--- config.mk ---
export PLATFORM = sky130hd
export DESIGN_NAME = sram_passthrough_handshake
export DESIGN_NICKNAME = d
export VERILOG_FILES = /design/src/common/pthru_pkg.sv /design/src/sram_passthrough_handshake.sv
export SDC_FILE = /design/constraint.sdc
export NUM_CORES = 1
export LEC_CHECK = 0
export BUFFER_PORTS_ARGS = -buffer_cell sky130_fd_sc_hd__buf_2
export CAP_MARGIN = 10
export CORE_MARGIN = 3
export CORE_UTILIZATION = 26
export CTS_CLUSTER_SIZE = 25
export DETAILED_ROUTE_END_ITERATION = 6
export GPL_TIMING_DRIVEN = 0
export PLACE_DENSITY = 0.47
export SLEW_MARGIN = 20
export SYNTH_ARGS = -nofsm -noshare
export SYNTH_HDL_FRONTEND = slang
export SYNTH_SLANG_ARGS = --single-unit
--- constraint.sdc ---
create_clock -name I_CORE_CLK -period 3.05 [get_ports I_CORE_CLK]
set_input_delay 0 -clock I_CORE_CLK [delete_from_list [all_inputs] [get_ports I_CORE_CLK]]
set_output_delay 0 -clock I_CORE_CLK [all_outputs]
set_load 0.1 [all_outputs]
--- src/common/pthru_pkg.sv ---
/*
 * constants and carrier types of the sram pass-through handshake block.
 * assumes one core clock of 25 mhz; the contactless link is sampled on it.
 */
// How it works
// - reader writes ffh: host ready, hand to i2c
// - field-detect pulse when data ready for host
// - i2c address match sets i2c lock
// - host reads ffh: clear host ready, lock
// - host writes fbh: reader ready, unlock i2c
// - after handover reader lock set automatically
// - reader read covering ffh clears ready, lock
// - field-detect pulse when reader consumed data
package pthru_pkg;

    // ****************************************************************
    // page addresses of the sram window
    // ****************************************************************
    localparam logic [7:0] RF_TERM_PAGE  = 8'h00FF; // reader terminator
    localparam logic [7:0] I2C_TERM_PAGE = 8'h00FB; // host terminator block

    // ****************************************************************
    // configuration field: event on/off select, code for pass-through
    // ****************************************************************
    localparam int         SEL_ON_LSB  = 2;         // bits 3:2
    localparam int         SEL_OFF_LSB = 4;         // bits 5:4
    localparam logic [1:0] SEL_PTHRU   = 2'h3;      // pass-through code

    // ****************************************************************
    // reset values and timing
    // ****************************************************************
    localparam logic       FLAG_RESET     = 1'b0;
    localparam int         CLK_PERIOD_NS  = 40;
    localparam int         FD_PULSE_NS    = 1000;   // field-detect low time
    localparam int         FD_PULSE_CYC   =
        (FD_PULSE_NS + CLK_PERIOD_NS - 1) / CLK_PERIOD_NS;
    localparam logic [5:0] FD_PULSE_LAST  = 6'(FD_PULSE_CYC - 1);

    // contactless side samples, carried through the synchroniser together
    typedef struct packed {
        logic       clk;        // link clock level
        logic       req;        // reader wants the buffer
        logic       wr_done;    // write command finished
        logic       rd_done;    // read / burst read finished
        logic [7:0] first_page; // first page touched
        logic [7:0] last_page;  // last page touched
    } rf_sample_t;

    // ownership of the buffer
    typedef enum logic [1:0] {
        ARB_IDLE,
        ARB_RF,
        ARB_I2C
    } arb_state_t;

endpackage

--- src/sram_passthrough_handshake.sv ---
/*
 * arbitration and ready/lock handshake for the 64-byte pass-through sram.
 * assumes: contactless command results arrive as levels that stay stable
 * over a rising edge of I_RF_CLK; i2c slave results are one-cycle pulses
 * on the core clock; the field-detect pin has an external pull-up.
 */
`timescale 1ns/1ps

module sram_passthrough_handshake (
    // clock and reset
    input  wire logic       I_CORE_CLK,
    input  wire logic       I_RESETN,
    // contactless link, asynchronous to the core clock
    input  wire logic       I_RF_CLK,
    input  wire logic       I_RF_REQ,
    input  wire logic       I_RF_WR_DONE,
    input  wire logic       I_RF_RD_DONE,
    input  wire logic [7:0] I_RF_FIRST_PAGE,
    input  wire logic [7:0] I_RF_LAST_PAGE,
    // i2c slave results, core clock domain
    input  wire logic       I_I2C_ADDR_MATCH,
    input  wire logic       I_I2C_WR_DONE,
    input  wire logic       I_I2C_RD_DONE,
    input  wire logic [7:0] I_I2C_PAGE,
    // configuration bits 5:2
    input  wire logic [1:0] I_EVENT_ON_SELECT,
    input  wire logic [1:0] I_EVENT_OFF_SELECT,
    // session status
    output logic            O_HOST_READY,
    output logic            O_READER_DATA_READY,
    output logic            O_READER_LOCK,
    output logic            O_I2C_LOCK,
    // field-detect open-drain pin
    output logic            O_FIELD_DETECT_PIN_OUT,
    output logic            O_FIELD_DETECT_PIN_OE
);

    // ****************************************************************
    // helpers
    // ****************************************************************

    // a burst from first to last page covers the terminator page
    function automatic logic covers_term(input logic [7:0] first,
                                         input logic [7:0] last);
        covers_term = (first <= pthru_pkg::RF_TERM_PAGE) &&
                      (last  >= pthru_pkg::RF_TERM_PAGE);
    endfunction

    // ****************************************************************
    // link synchroniser
    // ****************************************************************
    pthru_pkg::rf_sample_t rf_meta;   // first stage, read by rf_sync only
    pthru_pkg::rf_sample_t rf_sync;   // second stage, safe to use
    logic                  rf_clk_d;  // previous synced link clock
    pthru_pkg::rf_sample_t next_rf_meta;
    pthru_pkg::rf_sample_t next_rf_sync;
    logic                  next_rf_clk_d;
    logic                  rf_edge;   // rising link clock edge seen

    // gather pins into one carrier for the two-stage crossing
    always_comb begin
        next_rf_meta = '{clk: I_RF_CLK, req: I_RF_REQ,
                         wr_done: I_RF_WR_DONE, rd_done: I_RF_RD_DONE,
                         first_page: I_RF_FIRST_PAGE,
                         last_page: I_RF_LAST_PAGE};
        next_rf_sync  = rf_meta;
        next_rf_clk_d = rf_sync.clk;
    end

    // register the synchroniser stages
    always_ff @(posedge I_CORE_CLK) begin
        if (!I_RESETN) begin
            rf_meta  <= '0;
            rf_sync  <= '0;
            rf_clk_d <= 1'b0;
        end else begin
            rf_meta  <= next_rf_meta;
            rf_sync  <= next_rf_sync;
            rf_clk_d <= next_rf_clk_d;
        end
    end

    // data is taken from the same sample that first shows the link clock
    // high, so it must already be stable over the link edge to be trusted
    assign rf_edge = rf_sync.clk && !rf_clk_d;

    // ****************************************************************
    // arbitration and flags
    // ****************************************************************
    pthru_pkg::arb_state_t state;
    pthru_pkg::arb_state_t next_state;
    logic                  host_ready;
    logic                  reader_ready;
    logic                  next_host_ready;
    logic                  next_reader_ready;
    logic                  ev_host;       // data now waits for the host
    logic                  ev_consumed;   // reader has taken its data
    logic                  rf_wr_term;
    logic                  rf_rd_term;
    logic                  i2c_wr_term;
    logic                  i2c_rd_term;

    // terminator accesses, each gated by ownership of its side
    always_comb begin
        rf_wr_term  = (state == pthru_pkg::ARB_RF) && rf_edge &&
                      rf_sync.wr_done &&
                      (rf_sync.last_page == pthru_pkg::RF_TERM_PAGE);
        rf_rd_term  = (state == pthru_pkg::ARB_RF) && rf_edge &&
                      rf_sync.rd_done &&
                      covers_term(rf_sync.first_page,
                                  rf_sync.last_page);
        i2c_wr_term = (state == pthru_pkg::ARB_I2C) && I_I2C_WR_DONE &&
                      (I_I2C_PAGE == pthru_pkg::I2C_TERM_PAGE);
        i2c_rd_term = (state == pthru_pkg::ARB_I2C) && I_I2C_RD_DONE &&
                      (I_I2C_PAGE == pthru_pkg::RF_TERM_PAGE);
    end

    // next ownership and ready flags
    always_comb begin
        next_state        = state;
        next_host_ready   = host_ready;
        next_reader_ready = reader_ready;
        ev_host           = 1'b0;
        ev_consumed       = 1'b0;
        case (state)
            pthru_pkg::ARB_IDLE: begin
                if (reader_ready) begin
                    // data for the reader: it takes the lock at once
                    next_state = pthru_pkg::ARB_RF;
                end else if (I_I2C_ADDR_MATCH) begin
                    next_state = pthru_pkg::ARB_I2C;
                end else if (rf_edge && rf_sync.req && !host_ready) begin
                    // reader may not overwrite data the host has not read
                    next_state = pthru_pkg::ARB_RF;
                end
            end
            pthru_pkg::ARB_RF: begin
                if (rf_wr_term) begin
                    next_host_ready = 1'b1;
                    ev_host         = 1'b1;
                    next_state      = pthru_pkg::ARB_IDLE;
                end else if (rf_rd_term) begin
                    next_reader_ready = 1'b0;
                    ev_consumed       = 1'b1;
                    next_state        = pthru_pkg::ARB_IDLE;
                end else if (rf_edge && !rf_sync.req && !reader_ready) begin
                    // reader left without handing over: free the buffer
                    next_state = pthru_pkg::ARB_IDLE;
                end
            end
            pthru_pkg::ARB_I2C: begin
                if (i2c_wr_term) begin
                    next_reader_ready = 1'b1;
                    next_state        = pthru_pkg::ARB_IDLE;
                end else if (i2c_rd_term) begin
                    next_host_ready = 1'b0;
                    next_state      = pthru_pkg::ARB_IDLE;
                end
            end
            default: begin
                next_state = pthru_pkg::ARB_IDLE;
            end
        endcase
    end

    // register ownership and flags
    always_ff @(posedge I_CORE_CLK) begin
        if (!I_RESETN) begin
            state        <= pthru_pkg::ARB_IDLE;
            host_ready   <= pthru_pkg::FLAG_RESET;
            reader_ready <= pthru_pkg::FLAG_RESET;
        end else begin
            state        <= next_state;
            host_ready   <= next_host_ready;
            reader_ready <= next_reader_ready;
        end
    end

    // ****************************************************************
    // status outputs, registered from the next values
    // ****************************************************************
    logic next_reader_lock;
    logic next_i2c_lock;

    // locks mirror ownership; flags are what either side polls
    always_comb begin
        next_reader_lock = (next_state == pthru_pkg::ARB_RF);
        next_i2c_lock    = (next_state == pthru_pkg::ARB_I2C);
    end

    // register status so each output leaves a flop
    always_ff @(posedge I_CORE_CLK) begin
        if (!I_RESETN) begin
            O_HOST_READY        <= pthru_pkg::FLAG_RESET;
            O_READER_DATA_READY <= pthru_pkg::FLAG_RESET;
            O_READER_LOCK       <= pthru_pkg::FLAG_RESET;
            O_I2C_LOCK          <= pthru_pkg::FLAG_RESET;
        end else begin
            O_HOST_READY        <= next_host_ready;
            O_READER_DATA_READY <= next_reader_ready;
            O_READER_LOCK       <= next_reader_lock;
            O_I2C_LOCK          <= next_i2c_lock;
        end
    end

    // ****************************************************************
    // field-detect pulse
    // ****************************************************************
    logic [5:0] fd_count;     // cycles left in the low pulse
    logic       fd_active;
    logic [5:0] next_fd_count;
    logic       next_fd_active;
    logic       fd_fire;

    // pick the enabled event; a new event restarts a running pulse
    always_comb begin
        fd_fire = (ev_host &&
                   I_EVENT_ON_SELECT == pthru_pkg::SEL_PTHRU) ||
                  (ev_consumed &&
                   I_EVENT_OFF_SELECT == pthru_pkg::SEL_PTHRU);
        next_fd_count  = fd_count;
        next_fd_active = fd_active;
        if (fd_fire) begin
            next_fd_active = 1'b1;
            next_fd_count  = pthru_pkg::FD_PULSE_LAST;
        end else if (fd_active) begin
            if (fd_count == 6'h0000) begin
                next_fd_active = 1'b0;
            end else begin
                next_fd_count = fd_count - 6'h0001;
            end
        end
    end

    // register the pulse; the pin is only ever pulled low
    always_ff @(posedge I_CORE_CLK) begin
        if (!I_RESETN) begin
            fd_count               <= 6'h0000;
            fd_active              <= 1'b0;
            O_FIELD_DETECT_PIN_OUT <= 1'b0;
            O_FIELD_DETECT_PIN_OE  <= 1'b1;
        end else begin
            fd_count               <= next_fd_count;
            fd_active              <= next_fd_active;
            O_FIELD_DETECT_PIN_OUT <= 1'b0;
            O_FIELD_DETECT_PIN_OE  <= !next_fd_active;
        end
    end

endmodule

# Yosys cells after proc, flatten, opt, wreduce, memory -nomap -nowiden
# Cells that the tools add are included.
dict set report classes {
  add_sub_neg 1
  n_lt_le_gt_ge 2
  n_mux 28
  n_eq_ne 16
  n_reduce_logical 32
  bitwise 2
}
# cell n
set ops {}
lappend ops {{8-bit == test (second input constant)} 3}
lappend ops {{1-bit logical AND} 17}
lappend ops {{2-bit 2-to-1 mux} 8}
lappend ops {{5-bit 2-to-1 mux} 3}
lappend ops {{1-bit 2-to-1 mux} 14}
lappend ops {{2-bit != test (second input constant)} 7}
lappend ops {{2-bit == test (second input constant)} 4}
lappend ops {{8-bit greater-or-equal comparator (second input constant)} 1}
lappend ops {{8-bit less-or-equal comparator (second input constant)} 1}
lappend ops {{4-bit AND reduction} 2}
lappend ops {{6-bit zero test} 1}
lappend ops {{2-bit one-hot mux with 3 select lines} 1}
lappend ops {{6-bit by 1-bit subtractor with 6-bit output (second input constant)} 1}
lappend ops {{1-bit zero test} 5}
lappend ops {{2-bit by 1-bit == test with 1-bit output (second input constant)} 2}
lappend ops {{1-bit one-hot mux with 2 select lines} 2}
lappend ops {{2-bit AND reduction} 2}
lappend ops {{2-bit nonzero test} 2}
lappend ops {{2-bit zero test} 1}
lappend ops {{1-bit NOT} 2}
lappend ops {{2-bit OR reduction} 1}
lappend ops {{1-bit logical OR} 1}
dict set report totals {
  register_bits 55
  wordCells 103
  output_inout_bits 6
  inputBits 37
}

# Logic depth before layout (Yosys ltp)
dict set report logic_depth {
  depth_word 12
  ltp_mapped 6
  depth_no_buf 6
}

# Worst setup path after synthesis
# No wires, ideal clock.
dict set report synth_path {
  path_kind {register to register}
  startpoint {register fd_count[0]}
  endpoint {register fd_active}
  stages_incl_launch_ff 7
  slack_ns 1.549
  n_path_buf 0
  synth_period_minus_slack_ns 1.501
  arrival_ns 1.388
  path_cell_list {dfxtp_1 -> inv_1 -> ha_1 -> or3b_4 -> o31a_4 -> o21ai_2 -> inv_1}
}
dict set report synth_via {
  elab_chain_len 4
}
# element line
set synth_rtl {}
lappend synth_rtl {{start, declared} sram_passthrough_handshake.sv:209} ;# logic [5:0] fd_count;
lappend synth_rtl {{start signal, assigned} sram_passthrough_handshake.sv:243} ;# fd_count <= next_fd_count;
lappend synth_rtl {{6-bit zero test} sram_passthrough_handshake.sv:227} ;# if (fd_count == 6'h0000) begin
lappend synth_rtl {{1-bit 2-to-1 mux} sram_passthrough_handshake.sv:227}
lappend synth_rtl {{1-bit 2-to-1 mux} sram_passthrough_handshake.sv:226} ;# end else if (fd_active) begin
lappend synth_rtl {{1-bit 2-to-1 mux} sram_passthrough_handshake.sv:223} ;# if (fd_fire) begin
lappend synth_rtl {{end signal, assigned} sram_passthrough_handshake.sv:244} ;# fd_active <= next_fd_active;
lappend synth_rtl {{end, declared} sram_passthrough_handshake.sv:210} ;# logic fd_active;
# Every way passes these cells.
# A chain may end at the register's enable or synchronous reset.

# Worst setup path in the final report
# Ends and elaborated chain as after synthesis.

==> flow_summary.toml <==
[synth]
syn-num-nets = 174
seq_area_frac_synth_pct = 54.6
synth-compound-area-share_pct = 11.7
synth-edff-count = 0
synth_cell_type_count = 38
avgSynthCellArea_sq_um = 10.6
synth-xor-area-share_pct = 1.23
synth_area_sq_mm = 0.00143
synth_top_family_by_area = "simple AND/OR/NAND/NOR gates"
synth_fa_ha_area_share_pct = 1.75
synth_simple_gate_area_share_pct = 26.8
synthMuxAreaShare_pct = 0.701
ys_warn_count = 0
synth_flop_cell = "dfxtp_1"
syn_inst = 135
async_reset_ff_share_pct = 0
ys_seq_elements = 39

[critical_path]
crit_path_start_kind = "flip-flop"
end_kind = "flip-flop"
startpoint = "fd_count[0]"
arrival_ns = 1.78
reg2reg_from = "fd_count[0]"
crit_type = "flip-flop to flip-flop"
worst-path-max-fanout = 5
crit_required_ns = 3.23

[worst_hold_path]
hp-start = "I_I2C_PAGE[2]"
hp-class = "input pin to flip-flop"

[status]
status = "finished, final reports clean"

[clock_tree]
cts.clk_slew.worst_paths_ns = 0.07
clk_path_buf_depth = 2
clk_latency_ns = 0.29
ctsResizeCount = 0
numCtsBuffers = 5
cts_root_buf = "clkbuf_8"
cts_sinks = 39
hold_buffers = 13
cts_setup_buffers = 0
cts_tree = "done"
h-tree-depth = 2

[routing]
routed_via_density = 4.21
drc = 0
wl_per_cell_microns = 10.3
drtPass1Iterations = 4
drt_iter0_drc = 55
ant_nets = 0
wirelength_microns = 2680
vias = 1091

[sta]
layout_min_cycle_time_ns = 1.60
rsz0062_at_grt = "no"
finClkSkew_ns = 0.00468
finalCritPeriodShare_pct = 52.4
setup_viol = 0
slew_viol_final = 0
tns_ns = 0
max_freq_ghz = 0.626
final_hold_viol_count = 0

[pwr]
leakagePower_nw = 0.754
finalPower_mw = 0.966
peakVddDrop_v = 0.000263
power.density_mw_per_mm2 = 506

[grt]
grt_pass1_vias = 1059
antenna_found_initial = 0
grt_max_degree = 14
grt_first_pass_wirelength_microns = 4570
grtUsageTotal_pct = 9.35
overflow = 0

[floorplan]
rows = 26
core_sq_mm = 0.00520
die_width_microns = 80.1
die_area_sq_mm = 0.00642
fp.dieH_microns = 80.1
ios = 43
initial_core_util_pct = 27.5

[final_layout]
layout_common_cells = "39 x dfxtp_1, 33 x buf_2, 25 x and2_1"
area.growth.synth_to_final_pct = 33.7
mostFrequentLayoutCell = "dfxtp_1"
fillCellCount = 545
layout.nets = 227
layout-drive-gt1-share_pct = 27.0
antenna_cells = 0

[placement]
routabilityCongestion = 0.710
detailed_place_hpwl_microns = 2040
port_buffers = 33

[flow_run]
cap_violations = 0
per-stage QoR:
step	area, sq um	instances	hold slack [ns]	utilization (%)	worst slack [ns]
final	1910	259	0.0449	36.7	1.45
after global routing	1910	259	0.0405	36.7	1.38
after CTS	1910	259	0.0275	36.7	1.44
after detailed placement	1680	238	0.208	32.3	1.45
after global placement	1680	238	0.206	32.3	1.47
after floorplan	1430	135	0.127	-	1.55
routing by layer:
| layer | part of all wire, % | wire, microns | track usage, % |
|---|---|---|---|
| met3 | 6.1 | 164 | 4.48 |
| met1 | 44 | 1180 | 10.1 |
| met2 | 49 | 1310 | 15.7 |
| met5 | 0 | 0 | 0 |
| met4 | 0.75 | 20 | 3.55 |
layout make-up:
class,instances,area [sq um],share of cell area (%)
Timing Repair Buffer,46,295,15.5
Clock inverter,2,16.3,0.851
Buffer,4,18.8,0.982
Sequential cell,39,781,40.9
Tap cell,70,87.6,4.58
Clock buffer,6,82.6,4.32
Multi-Input combinational cell,86,607,31.8
Inverter,6,22.5,1.18
power by group:
part | switching, mW | total, mW | internal, mW
sequential | 0.00658 | 0.533 | 0.526
combinational | 0.0345 | 0.0727 | 0.0383
clock | 0.177 | 0.361 | 0.184
sequential cells by signal, indices dropped and copies added, names as in the netlist:
name                   count
next_rf_sync              12
rf_sync                   11
fd_count                   6
state                      2
O_FIELD_DETECT_PIN_OE      1
O_HOST_READY               1
O_I2C_LOCK                 1
O_READER_DATA_READY        1
O_READER_LOCK              1
fd_active                  1
next_rf_clk_d              1
rf_clk_d                   1
final timing paths:
path	end	slack, ns	cells past startpoint
worst min-delay path	O_READER_DATA_READY	0.04	3
worst max register to register	fd_active	1.45	6
worst min register to register	rf_sync[4]	0.44	1
worst max-delay path	fd_active	1.45	6
synth_stat cells (all sizes together) (2+ instances only):
library cell / count / share of area [%]
o41ai: 2 / 1.2
or3: 2 / 1.2
nand3b: 4 / 2.1
and2: 25 / 11
ha: 2 / 1.8
dfxtp: 39 / 55
o21a: 2 / 1.1
nand4: 4 / 1.8
o21ai: 5 / 2.3
nor4: 2 / 0.88
clkbuf: 3 / 0.79
nor2: 7 / 1.8
nand4b: 3 / 1.8
a21oi: 3 / 1.1
inv: 6 / 1.6
nand3: 2 / 0.70
nor3b: 2 / 1.4
nand2: 5 / 1.3
worst max-delay path: stages, from the launching register on:
cell	delay, ns
dfxtp_1	0.34
inv_1	0.09
ha_1	0.13
or3b_4	0.40
o31a_4	0.32
o21ai_2	0.17
inv_1	0.05
cells by family after synthesis:
group | after synthesis
simple gates | 61
flops | 39
compound gates | 19
buf+inv | 10
fa+ha+maj | 2
xor+xnor | 2
other cells | 1
mux | 1
Note: power is estimated with default switching activity, not from simulation.
